## src/hdl/sgcr_pkg.sv

```systemverilog
`default_nettype none
package sgcr_pkg;
  // Register offsets
  localparam logic [7:0] UPLINK_CTRL_OFS    = 8'h06;
  localparam logic [7:0] STORM_LOW_OFS      = 8'h07;
  localparam logic [7:0] FACTORY_A_OFS      = 8'h08;
  localparam logic [7:0] FACTORY_B_OFS      = 8'h09;
  localparam logic [7:0] FACTORY_C_OFS      = 8'h0a;
  localparam logic [7:0] PHY_MISC_OFS       = 8'h0b;
  // Field positions in the uplink control register, then the power-save bit in the PHY misc register
  localparam int         FLOW_CTRL_BIT      = 5;
  localparam int         LOW_SPEED_BIT      = 4;
  localparam int         NULL_VID_BIT       = 3;
  localparam int         STORM_HI_MSB       = 2;
  localparam int         PHY_SAVE_BIT       = 6;
  // Reset values and the PHY misc write mask
  localparam logic [5:0] UPLINK_CTRL_RST    = 6'h00;
  localparam logic [7:0] STORM_LOW_RST      = 8'h63;
  localparam logic [7:0] FACTORY_A_RST      = 8'h4e;
  localparam logic [7:0] FACTORY_B_RST      = 8'h24;
  localparam logic [7:0] FACTORY_C_RST      = 8'h24;
  localparam logic [6:0] PHY_MISC_RST       = 7'h08;
  localparam logic [7:0] PHY_MISC_WMASK     = 8'h7f;
  // Strap capture: two synchroniser stages, then load
  localparam logic [1:0] STRAP_LOAD_CNT     = 2'h2;
  localparam logic [1:0] STRAP_DONE_CNT     = 2'h3;
  // Storm measuring periods
  localparam int         CLK_KHZ            = 25000;
  localparam int         STORM_FAST_MS      = 67;
  localparam int         STORM_SLOW_MS      = 500;
  localparam int         STORM_FAST_CYC     = STORM_FAST_MS * CLK_KHZ;
  localparam int         STORM_SLOW_CYC     = STORM_SLOW_MS * CLK_KHZ;
  localparam int         PORT_COUNT         = 3;
  localparam int         LIMIT_W            = 11;
  localparam int         VID_W              = 12;
endpackage
`default_nettype wire

```

## src/hdl/sgcr_storm_meter.sv

```systemverilog
`timescale 1ns/1ns
`default_nettype none
module sgcr_storm_meter
  import sgcr_pkg::*;
(
  // Clock and reset
  input  wire logic               core_clk_i,
  input  wire logic               reset_n_i,
  // Period and limit
  input  wire logic               period_tick_i,
  input  wire logic [LIMIT_W-1:0] limit_i,
  // Ingress frame events
  input  wire logic               frame_start_i,
  input  wire logic               frame_bcast_i,
  input  wire logic               block_i,
  // Verdict
  output logic                    drop_o
);
  logic [LIMIT_W-1:0] count_q;
  logic               in_bcast_q;

  // Verdict taken once per frame, so a frame is never cut mid-way
  always_ff @(posedge core_clk_i or negedge reset_n_i)
  begin
    if (!reset_n_i)
    begin
      drop_o     <= 1'b0;
      in_bcast_q <= 1'b0;
    end
    else if (frame_start_i)
    begin
      drop_o     <= frame_bcast_i && (count_q >= limit_i);
      in_bcast_q <= frame_bcast_i && (count_q < limit_i);
    end
  end

  // Period boundary wins over a block in the same cycle
  always_ff @(posedge core_clk_i or negedge reset_n_i)
  begin
    if (!reset_n_i)
      count_q <= '0;
    else if (period_tick_i)
      count_q <= '0;
    else if (block_i && in_bcast_q && (count_q != {LIMIT_W{1'b1}}))
      count_q <= count_q + 11'h001;
  end

  property p_tick_clears;
    @(posedge core_clk_i) disable iff (!reset_n_i)
      period_tick_i |=> (count_q == '0);
  endproperty
  a_tick_clears: assert property (p_tick_clears) else $error("storm count not cleared at period");

  property p_drop_over_limit;
    @(posedge core_clk_i) disable iff (!reset_n_i)
      frame_start_i && frame_bcast_i && (count_q >= limit_i) |=> drop_o;
  endproperty
  a_drop_over_limit: assert property (p_drop_over_limit) else $error("broadcast over limit not dropped");

  property p_no_drop_plain;
    @(posedge core_clk_i) disable iff (!reset_n_i)
      frame_start_i && !frame_bcast_i |=> !drop_o;
  endproperty
  a_no_drop_plain: assert property (p_no_drop_plain) else $error("non-broadcast frame dropped");

  c_drop: cover property (@(posedge core_clk_i) disable iff (!reset_n_i) $rose(drop_o));
endmodule
`default_nettype wire

```

## src/hdl/sgcr_regs.sv

```systemverilog
// Notes on behaviour
// - Flow-control bit enables uplink full-duplex pause; reset from pulled-down strap.
// - Speed bit set selects 10 Mbps uplink, clear 100 Mbps; reset from strap.
// - Null-VID bit set replaces a null VLAN ID with port default ID.
// - Storm limit is eleven bits: three high bits plus a full low byte.
// - Storm period is 500 ms at 10 Mbps, and 67 ms at 100.
// - After reset the storm limit is 0x063, about one percent of line rate.
// - PHY power-save bit puts the PHYs into power save; reset clear.
`timescale 1ns/1ns
`default_nettype none
module sgcr_regs
  import sgcr_pkg::*;
#(
  parameter int PERIOD_FAST_CYC = STORM_FAST_CYC,
  parameter int PERIOD_SLOW_CYC = STORM_SLOW_CYC
)
(
  // Clock and reset
  input  wire logic                  core_clk_i,
  input  wire logic                  reset_n_i,
  // Strap pins
  input  wire logic                  strap_pin_uplink_flow_ctrl_i,
  input  wire logic                  strap_pin_uplink_speed_i,
  // Register port
  input  wire logic [7:0]            reg_addr_i,
  input  wire logic                  reg_wr_en_i,
  input  wire logic [7:0]            reg_wdata_i,
  output logic [7:0]                 reg_rdata_o,
  // Controls to the switch core
  output logic                       uplink_flow_ctrl_en_o,
  output logic                       uplink_low_speed_select_o,
  output logic                       null_vid_replace_o,
  output logic [LIMIT_W-1:0]         storm_limit_o,
  output logic                       phy_power_save_o,
  output logic [7:0]                 factory_test_a_o,
  output logic [7:0]                 factory_test_b_o,
  output logic [7:0]                 factory_test_c_o,
  // VLAN tag path
  input  wire logic                  tag_valid_i,
  input  wire logic [VID_W-1:0]      tag_vid_i,
  input  wire logic [VID_W-1:0]      port_vid_i,
  output logic                       tag_valid_o,
  output logic [VID_W-1:0]           tag_vid_o,
  // Broadcast storm ingress events per port
  input  wire logic [PORT_COUNT-1:0] port_low_speed_i,
  input  wire logic [PORT_COUNT-1:0] frame_start_i,
  input  wire logic [PORT_COUNT-1:0] frame_bcast_i,
  input  wire logic [PORT_COUNT-1:0] block_i,
  output logic [PORT_COUNT-1:0]      storm_drop_o
);
  logic [1:0] strap_meta_q;
  logic [1:0] strap_sync_q;
  logic [1:0] strap_cnt_q;
  logic [5:0] uplink_ctrl_q;
  logic [7:0] storm_low_q;
  logic [7:0] fact_a_q;
  logic [7:0] fact_b_q;
  logic [7:0] fact_c_q;
  logic [6:0] phy_misc_q;
  logic       wr_ok;
  logic [31:0] fast_cnt_q;
  logic [31:0] slow_cnt_q;
  logic       fast_tick_q;
  logic       slow_tick_q;

  // Straps cross in from pins
  always_ff @(posedge core_clk_i or negedge reset_n_i)
  begin
    if (!reset_n_i)
    begin
      strap_meta_q <= 2'h0;
      strap_sync_q <= 2'h0;
    end
    else
    begin
      strap_meta_q <= {strap_pin_uplink_flow_ctrl_i, strap_pin_uplink_speed_i};
      strap_sync_q <= strap_meta_q;
    end
  end

  always_ff @(posedge core_clk_i or negedge reset_n_i)
  begin
    if (!reset_n_i)
      strap_cnt_q <= 2'h0;
    else if (strap_cnt_q != STRAP_DONE_CNT)
      strap_cnt_q <= strap_cnt_q + 2'h1;
  end

  // Writes held off until straps land, so software cannot be overwritten
  assign wr_ok = reg_wr_en_i && (strap_cnt_q == STRAP_DONE_CNT);

  always_ff @(posedge core_clk_i or negedge reset_n_i)
  begin
    if (!reset_n_i)
      uplink_ctrl_q <= UPLINK_CTRL_RST;
    else if (strap_cnt_q == STRAP_LOAD_CNT)
    begin
      uplink_ctrl_q[FLOW_CTRL_BIT] <= strap_sync_q[1];
      uplink_ctrl_q[LOW_SPEED_BIT] <= strap_sync_q[0];
    end
    else if (wr_ok && reg_addr_i == UPLINK_CTRL_OFS)
      uplink_ctrl_q <= reg_wdata_i[5:0];
  end

  always_ff @(posedge core_clk_i or negedge reset_n_i)
  begin
    if (!reset_n_i)
      storm_low_q <= STORM_LOW_RST;
    else if (wr_ok && reg_addr_i == STORM_LOW_OFS)
      storm_low_q <= reg_wdata_i;
  end

  always_ff @(posedge core_clk_i or negedge reset_n_i)
  begin
    if (!reset_n_i)
    begin
      fact_a_q <= FACTORY_A_RST;
      fact_b_q <= FACTORY_B_RST;
      fact_c_q <= FACTORY_C_RST;
    end
    else if (wr_ok)
    begin
      if (reg_addr_i == FACTORY_A_OFS)
        fact_a_q <= reg_wdata_i;
      if (reg_addr_i == FACTORY_B_OFS)
        fact_b_q <= reg_wdata_i;
      if (reg_addr_i == FACTORY_C_OFS)
        fact_c_q <= reg_wdata_i;
    end
  end

  // Top bit is read-only zero
  always_ff @(posedge core_clk_i or negedge reset_n_i)
  begin
    if (!reset_n_i)
      phy_misc_q <= PHY_MISC_RST;
    else if (wr_ok && reg_addr_i == PHY_MISC_OFS)
      phy_misc_q <= reg_wdata_i[6:0] & PHY_MISC_WMASK[6:0];
  end

  always_ff @(posedge core_clk_i or negedge reset_n_i)
  begin
    if (!reset_n_i)
      reg_rdata_o <= 8'h00;
    else
    begin
      case (reg_addr_i)
        UPLINK_CTRL_OFS: reg_rdata_o <= {2'h0, uplink_ctrl_q};
        STORM_LOW_OFS:   reg_rdata_o <= storm_low_q;
        FACTORY_A_OFS:   reg_rdata_o <= fact_a_q;
        FACTORY_B_OFS:   reg_rdata_o <= fact_b_q;
        FACTORY_C_OFS:   reg_rdata_o <= fact_c_q;
        PHY_MISC_OFS:    reg_rdata_o <= {1'b0, phy_misc_q};
        default:         reg_rdata_o <= 8'h00;
      endcase
    end
  end

  assign uplink_flow_ctrl_en_o     = uplink_ctrl_q[FLOW_CTRL_BIT];
  assign uplink_low_speed_select_o = uplink_ctrl_q[LOW_SPEED_BIT];
  assign null_vid_replace_o        = uplink_ctrl_q[NULL_VID_BIT];
  assign storm_limit_o             = {uplink_ctrl_q[STORM_HI_MSB:0], storm_low_q};
  assign phy_power_save_o          = phy_misc_q[PHY_SAVE_BIT];
  assign factory_test_a_o          = fact_a_q;
  assign factory_test_b_o          = fact_b_q;
  assign factory_test_c_o          = fact_c_q;

  // One cycle of latency on the tag path
  always_ff @(posedge core_clk_i or negedge reset_n_i)
  begin
    if (!reset_n_i)
    begin
      tag_valid_o <= 1'b0;
      tag_vid_o   <= '0;
    end
    else
    begin
      tag_valid_o <= tag_valid_i;
      if (null_vid_replace_o && tag_vid_i == '0)
        tag_vid_o <= port_vid_i;
      else
        tag_vid_o <= tag_vid_i;
    end
  end

  // Period dividers, shared by all ports of one speed
  always_ff @(posedge core_clk_i or negedge reset_n_i)
  begin
    if (!reset_n_i)
    begin
      fast_cnt_q  <= 32'h0;
      slow_cnt_q  <= 32'h0;
      fast_tick_q <= 1'b0;
      slow_tick_q <= 1'b0;
    end
    else
    begin
      fast_tick_q <= (fast_cnt_q == 32'(PERIOD_FAST_CYC - 1));
      slow_tick_q <= (slow_cnt_q == 32'(PERIOD_SLOW_CYC - 1));
      fast_cnt_q  <= (fast_cnt_q == 32'(PERIOD_FAST_CYC - 1)) ? 32'h0 : fast_cnt_q + 32'h1;
      slow_cnt_q  <= (slow_cnt_q == 32'(PERIOD_SLOW_CYC - 1)) ? 32'h0 : slow_cnt_q + 32'h1;
    end
  end

  // Uplink is the last port and follows the speed bit
  for (genvar p = 0; p < PORT_COUNT; p++)
  begin : g_meter
    logic low_speed;
    assign low_speed = (p == PORT_COUNT - 1) ? uplink_low_speed_select_o : port_low_speed_i[p];
    sgcr_storm_meter u_meter (
      .core_clk_i    (core_clk_i),
      .reset_n_i     (reset_n_i),
      .period_tick_i (low_speed ? slow_tick_q : fast_tick_q),
      .limit_i       (storm_limit_o),
      .frame_start_i (frame_start_i[p]),
      .frame_bcast_i (frame_bcast_i[p]),
      .block_i       (block_i[p]),
      .drop_o        (storm_drop_o[p])
    );
  end

  property p_strap_load;
    @(posedge core_clk_i) disable iff (!reset_n_i)
      strap_cnt_q == STRAP_LOAD_CNT |=> uplink_flow_ctrl_en_o == $past(strap_sync_q[1])
        && uplink_low_speed_select_o == $past(strap_sync_q[0]);
  endproperty
  a_strap_load: assert property (p_strap_load) else $error("strap not loaded");

  property p_speed_write;
    @(posedge core_clk_i) disable iff (!reset_n_i)
      wr_ok && reg_addr_i == UPLINK_CTRL_OFS |=> uplink_low_speed_select_o == $past(reg_wdata_i[4]);
  endproperty
  a_speed_write: assert property (p_speed_write) else $error("speed bit write lost");

  property p_flow_write;
    @(posedge core_clk_i) disable iff (!reset_n_i)
      wr_ok && reg_addr_i == UPLINK_CTRL_OFS |=> uplink_flow_ctrl_en_o == $past(reg_wdata_i[5]);
  endproperty
  a_flow_write: assert property (p_flow_write) else $error("flow bit write lost");

  property p_null_vid;
    @(posedge core_clk_i) disable iff (!reset_n_i)
      null_vid_replace_o && tag_vid_i == '0 |=> tag_vid_o == $past(port_vid_i);
  endproperty
  a_null_vid: assert property (p_null_vid) else $error("null VID not replaced");

  property p_limit_hi;
    @(posedge core_clk_i) disable iff (!reset_n_i)
      wr_ok && reg_addr_i == UPLINK_CTRL_OFS |=> storm_limit_o[10:8] == $past(reg_wdata_i[2:0]);
  endproperty
  a_limit_hi: assert property (p_limit_hi) else $error("storm high bits wrong");

  property p_limit_reset;
    @(posedge core_clk_i) disable iff (!reset_n_i)
      strap_cnt_q == 2'h0 |-> storm_limit_o == 11'h063;
  endproperty
  a_limit_reset: assert property (p_limit_reset) else $error("storm limit reset wrong");

  property p_period_slow;
    @(posedge core_clk_i) disable iff (!reset_n_i)
      slow_tick_q |-> (slow_cnt_q == 32'h0) ##1 !slow_tick_q;
  endproperty
  a_period_slow: assert property (p_period_slow) else $error("slow tick longer than a cycle");

  property p_phy_save;
    @(posedge core_clk_i) disable iff (!reset_n_i)
      wr_ok && reg_addr_i == PHY_MISC_OFS |=> phy_power_save_o == $past(reg_wdata_i[6])
        && reg_rdata_o[7] == 1'b0;
  endproperty
  a_phy_save: assert property (p_phy_save) else $error("power save bit write lost");

  c_strap_hi: cover property (@(posedge core_clk_i) disable iff (!reset_n_i)
    strap_cnt_q == STRAP_LOAD_CNT && strap_sync_q[1]);
  c_null_vid: cover property (@(posedge core_clk_i) disable iff (!reset_n_i)
    null_vid_replace_o && tag_valid_i && tag_vid_i == '0);
  c_slow_tick: cover property (@(posedge core_clk_i) disable iff (!reset_n_i) slow_tick_q);
endmodule
`default_nettype wire

```

## config.mk

```make
export PLATFORM = sky130hd
export DESIGN_NAME = sgcr_regs
export DESIGN_NICKNAME = d
export VERILOG_FILES = /design/src/hdl/sgcr_pkg.sv /design/src/hdl/sgcr_storm_meter.sv /design/src/hdl/sgcr_regs.sv
export SDC_FILE = /design/constraint.sdc
export NUM_CORES = 1
export LEC_CHECK = 0
export BUFFER_PORTS_ARGS = -buffer_cell sky130_fd_sc_hd__buf_2
export CORE_AREA = 3 3 146 148
export DETAILED_ROUTE_END_ITERATION = 6
export DIE_AREA = 0 0 149 151
export GPL_TIMING_DRIVEN = 0
export HOLD_SLACK_MARGIN = 0.1
export PLACE_DENSITY_LB_ADDON = 0.15
export SLEW_MARGIN = 20
export SYNTH_ARGS = -nofsm -noshare
export SYNTH_HDL_FRONTEND = slang
export SYNTH_SLANG_ARGS = --single-unit
```

## constraint.sdc

```tcl
create_clock -name core_clk_i -period 2.4 [get_ports core_clk_i]
set_clock_uncertainty 0.15 [all_clocks]
set_input_delay 0.24 -clock core_clk_i [delete_from_list [all_inputs] [get_ports core_clk_i]]
set_output_delay 0.24 -clock core_clk_i [all_outputs]
set_load 0.02 [all_outputs]
```

# Word-level counts from Yosys, hierarchy flattened
# Cells that the tools add are included.
# word_totals
word_cells	94
inputBits	58
out_inout_bits	63
register_bits	177
# classes
bitwise_logic	1
n_eq_ne	14
n_reduce_logical	26
n_lt_le_gt_ge	6
n_mux	15
addsub	6
# ops
cell	count
$mux W11	6
$add A32 B1 Y32 const B	2
$mux W32	2
$pmux W8 S6	1
$add A11 B1 Y11 const B	3
$ge A11 B11 Y1	3
$lt A11 B11 Y1	3
$ne A11 B11 Y1 const B	3
$eq A32 B21 Y1 const B	1
$eq A32 B24 Y1 const B	1
$eq A8 B4 Y1 const B	4
$logic_and A1 B1 Y1	17
$eq A8 B3 Y1 const B	2
$logic_not A12 Y1	1
$mux W12	1
$reduce_and A2 Y1	4
$reduce_bool A2 Y1	4
$mux W6	1
$eq A2 B2 Y1 const B	2
$mux W1	3
$add A2 B1 Y2 const B	1
$mux W2	1
$ne A2 B2 Y1 const B	1
$not A1 Y1	1

# Longest topological paths before layout
# logic_depth
depth_word	5
ltp_mapped	6
depth_no_buf	6

# By module
# A second synthesis with hierarchy kept.
# hier_totals
hier_cells	817
hier_area_um2	8946.1
# by_module_without_submodules
module	area_per_inst_um2	cells_each	instances	seq_area_each_um2
sgcr_regs	6070.8	502	1	3469.6
sgcr_storm_meter	958.4	105	3	325.3

# Least setup slack after synthesis
# No wires, ideal clock.
# synth_path
path_kind	input port to flip-flop
start	input reg_addr_i[7]
end	register fact_b_q[0], in the netlist factory_test_b_o[0]
required_time_ps	2125
arrival_ps	2103
n_path_buf	1
stages	5
setup_slack_ps	22
setup_ps	125
cell_sequence	or4_4 or3b_4 or4b_4 buf_6 mux2_4
# synth_between
elab_chain_cells	2
# synth_lines
item	line	rtl
start, declared	sgcr_regs.sv:25	input wire logic [7:0] reg_addr_i,
$eq A8 B4 Y1	sgcr_regs.sv:125	if (reg_addr_i == FACTORY_B_OFS)
$reduce_and A2 Y1 (no line)	n/a	
end signal, assigned	sgcr_regs.sv:126	fact_b_q <= reg_wdata_i;
end, declared	sgcr_regs.sv:57	logic [7:0] fact_b_q;
# Every way passes these cells.
# A chain may end at the register's enable or synchronous reset.

# Worst setup path in the final report
# layout_path
start	register slow_cnt_q[22]
end	register slow_cnt_q[19]
# layout_between
elab_chain_cells	2
# layout_lines
item	line	rtl
start, declared	sgcr_regs.sv:62	logic [31:0] slow_cnt_q;
start signal, assigned	sgcr_regs.sv:201	slow_cnt_q <= (slow_cnt_q == 32'(PERIOD_SLOW_CYC - 1)) ? 32'h0 : slow_cnt_q + 32'h1;
$eq A32 B24 Y1	sgcr_regs.sv:201	
$mux W32	sgcr_regs.sv:201	
# Every way passes these cells.

==> results_dict.tcl <==
set metrics [dict create \
    syn-cell-area_um2 8956 \
    fin_ws_ps 12.26 \
    wire_per_inst_um 16.47 \
    switchingPower_mw 1.937 \
    htree_levels 4 \
    critical_path.cell_chain "or4b_4, or4_4, nor4_4, buf_4, a21oi_1" \
    power_density_nw_per_um2 637.1 \
    dpl_worst_slack_ps -335.6 \
    highest_layer "met4" \
    critPathSlowestCell "or4_4" \
    chipHeight_um 151 \
    clockBufferDepth 2 \
    cts_tree "built" \
    grt_pass1_wl_mm 34.86 \
    fp-row-count 52 \
    register_area_um2 4446 \
    maxSlewViolCount 0 \
    path_class "reg -> reg" \
    coreArea_um2 20170 \
    startpoint_type "flip-flop" \
    fmax_mhz 418.8 \
    io_pins 121 \
    antenna_found_initial 1 \
    gr-usage-all-layers_pct 19.36 \
    cp.arrival_ps 2540 \
    ir_worst_vdd_v 0.0005002 \
    die_w_um 149 \
    routabilityCongestion 0.8170 \
    intPower_mw 5.138 \
    syn2layout_area_growth_pct 24.00 \
    synth_top_area_share_pct 45.82 \
    met3_length_um 796 \
    met1_length_mm 10.10 \
    worstHoldPathType "in -> reg" \
    synth_edf_count 0 \
    p_sw_share_pct 27.38 \
    setup_violations 0 \
    numCtsBuffers 17 \
    path_delay_family "simple AND/OR/NAND/NOR gates" \
    tightestPinTransition_ps 989.6 \
    ys_seq_area_share_pct 49.64 \
    cp_num_buf_inv 1 \
    max_slew_margin_pct 33.42 \
    clockPowerShare_pct 40.6 \
    cp_max_fo 6 \
    async_flop_share_pct 100.0 \
    synth_area_leaders "dfrtp_1, ha_1, mux2_2, dfstp_2, xnor2_1" \
    pwr-share-comb_pct 13.0 \
    clock-root-buffer "clkbuf_16" \
    drv_cap 0 \
    start_util_pct 44.40 \
    min_period_ps 2388 \
    grt_start_max_net_pins 91 \
    grt_pass1_vias 6694 \
    fin_nets 1089 \
    status "completed" \
    hpwl_mm 14.91 \
    hold_violations 0 \
    overflow 0 \
    yosys.area.top_type "dfrtp_1" \
    cts_sinks 177 \
    synth.avg_cell_area_um2 11.21 \
    syn_inst 799 \
    multiInputGateArea_um2 4333 \
    detail-route-antenna-nets 0 \
    die_area_um2 22500 \
    period_share_pct 99.49 \
    fin_setup_tns_ps 0 \
    ff2ff_setup_slack_ps 10 \
    wirelength_mm 21.00 \
    path_clk_slew_ps 70 \
    rsz0062_at_grt "true" \
    fillerInstances 1792 \
    syn_nets 897 \
    post-route-drc-count 0 \
    crit_required_ps 2560 \
    drtIter0Drc 270 \
    vias 6947 \
    wl_met2_mm 9.839 \
    synth-seq-cells 177 \
    synth_ff_type "dfrtp_1" \
    vias_per_cell 5.449 \
    drive_gt1_share_pct 25.40 \
    yosysUniqueCellTypes 62 \
    io_buffers 119 \
    yosys_warnings 0 \
    clock_latency_ps 430 \
    max_stage_delay_ps 560 \
    drt-pass1-iter-count 5 \
    end_kind "flip-flop" \
    p_leak_nw 5.255 \
    pwr-share-seq_pct 46.4 \
]
[synthesized netlist by cell type, types with 4 or more instances]
library cell and instances:
dfrtp_1 164, nor2_1 47, nand2_1 45, ha_1 40, mux2_2 38, nand3_1 37
inv_1 32, nand4_1 32, a21oi_1 31, xnor2_1 29, xor2_1 25, o21ai_0 21
nor4_1 18, or4_1 17, nor3_1 15, and3_1 14, o31ai_1 14, a21o_1 13
dfstp_2 13, mux2i_1 12, clkbuf_1 11, nor2b_1 11, and4_1 10, or3_1 9
mux2_4 8, a31oi_1 7, mux4_2 7, a211oi_1 6, a221o_1 6, nand2b_1 5
a41o_1 4, and2_1 4, or2_2 4
[metrics by stage]
| step | total power [mW] | utilization, % | cells | cell area, um^2 | hold slack [ps] |
|---|---|---|---|---|---|
| floorplan | 3.840 | - | 799 | 8956 | -205.6 |
| global placement | 4.167 | 49.03 | 1188 | 9889 | 199.2 |
| detailed placement | 4.199 | 49.26 | 1189 | 9935 | 152.3 |
| finish | 7.075 | 55.06 | 1275 | 11110 | 138.5 |
| global route | 7.410 | 55.06 | 1275 | 11110 | 149.3 |
| CTS | 7.146 | 54.72 | 1269 | 11040 | 109.6 |
[sequential cells by signal, indices dropped and copies added (netlist names)]
signal / flops
factory_test_a_o: 8
factory_test_b_o: 8
factory_test_c_o: 8
fast_cnt_q: 32
fast_tick_q: 1
g_meter.u_meter.count_q: 33
g_meter.u_meter.drop_o: 3
g_meter.u_meter.in_bcast_q: 3
phy_misc_q: 7
reg_rdata_o: 8
slow_cnt_q: 32
slow_tick_q: 1
storm_low_q: 8
strap_cnt_q: 2
strap_meta_q: 2
strap_sync_q: 2
tag_valid_o: 1
tag_vid_o: 12
uplink_ctrl_q: 6
[worst reg2reg max path: cells and delay by family, from the launching register on]
family	cells	cell delay (ps)
AOI/OAI and AO/OA	1	50
buffers and inverters	1	210
DFF	1	430
and+or+nand+nor	3	1410
[layout by cell type, fill, tap and decap left out, drive strengths merged, types with 25 or more instances in the layout]
| cell type | count |
|---|---|
| clkbuf | 26 |
| ha | 40 |
| nand2 | 45 |
| nor2 | 47 |
| nand3 | 37 |
| inv | 44 |
| mux2 | 47 |
| dfrtp | 164 |
| xor2 | 25 |
| a21oi | 31 |
| buf | 137 |
| dlygate4sd3 | 46 |
| nand4 | 32 |
| xnor2 | 29 |
[per-layer routing]
layer | track usage [%] | up-vias
li1 | - | 3373
met1 | 27.46 | 3432
met2 | 30.75 | 123
met3 | 4.189 | 19
met4 | 4.394 | 0
met5 | 0 | -
[cell type report]
type	instances	area share, %
clock buffer	17	3.831
multi-input combinational	571	39.02
antenna	1	0.02253
clock inverter	15	1.611
tap	270	3.042
timing repair buffer	174	10.39
sequential	177	40.03
buffer	18	0.9802
inverter	32	1.082
[timing repair]
item                                   4_1_cts  5_1_grt
buffers inserted                             2        6
resized for setup                            6        8
pin swaps                                    2        4
hold buffers                                46        0
endpoints found under the hold margin      158        0
setup endpoints to repair                   22       28
[final timing paths]
kind	from	endpoint	depth (start not counted)
max reg2reg	slow_cnt_q[22]	slow_cnt_q[19]	5
min reg2reg	strap_meta_q[1]	strap_sync_q[1]	0
min	port_low_speed_i[0]	g_meter[0].u_meter.count_q[0]	3
max in group asynchronous	reset_n_i	fast_cnt_q[9]	3
max	slow_cnt_q[22]	slow_cnt_q[19]	5
min in group asynchronous	reset_n_i	factory_test_b_o[1]	2
[power by group through the flow]
stage	sequential, mW	combinational, mW	clock (mW)
global route	3.31	1.04	3.07
global placement	3.34	0.831	0
finish	3.28	0.917	2.87
detailed placement	3.34	0.861	0
floorplan	3.34	0.502	0
CTS	3.28	0.923	2.94
[logic make-up (layout without fill, tap and decap cells)]
group | Yosys count | count (layout) | synth area share, %
fa+ha+maj | 40 | 40 | 5.588
buf+inv | 51 | 256 | 2.445
flops | 177 | 177 | 49.64
other cells | 0 | 1 | 0
mux | 66 | 66 | 9.346
simple gates | 285 | 285 | 18.13
xor+xnor | 54 | 54 | 5.281
compound gates | 126 | 126 | 9.570
Power figures use the tool's default switching activity.
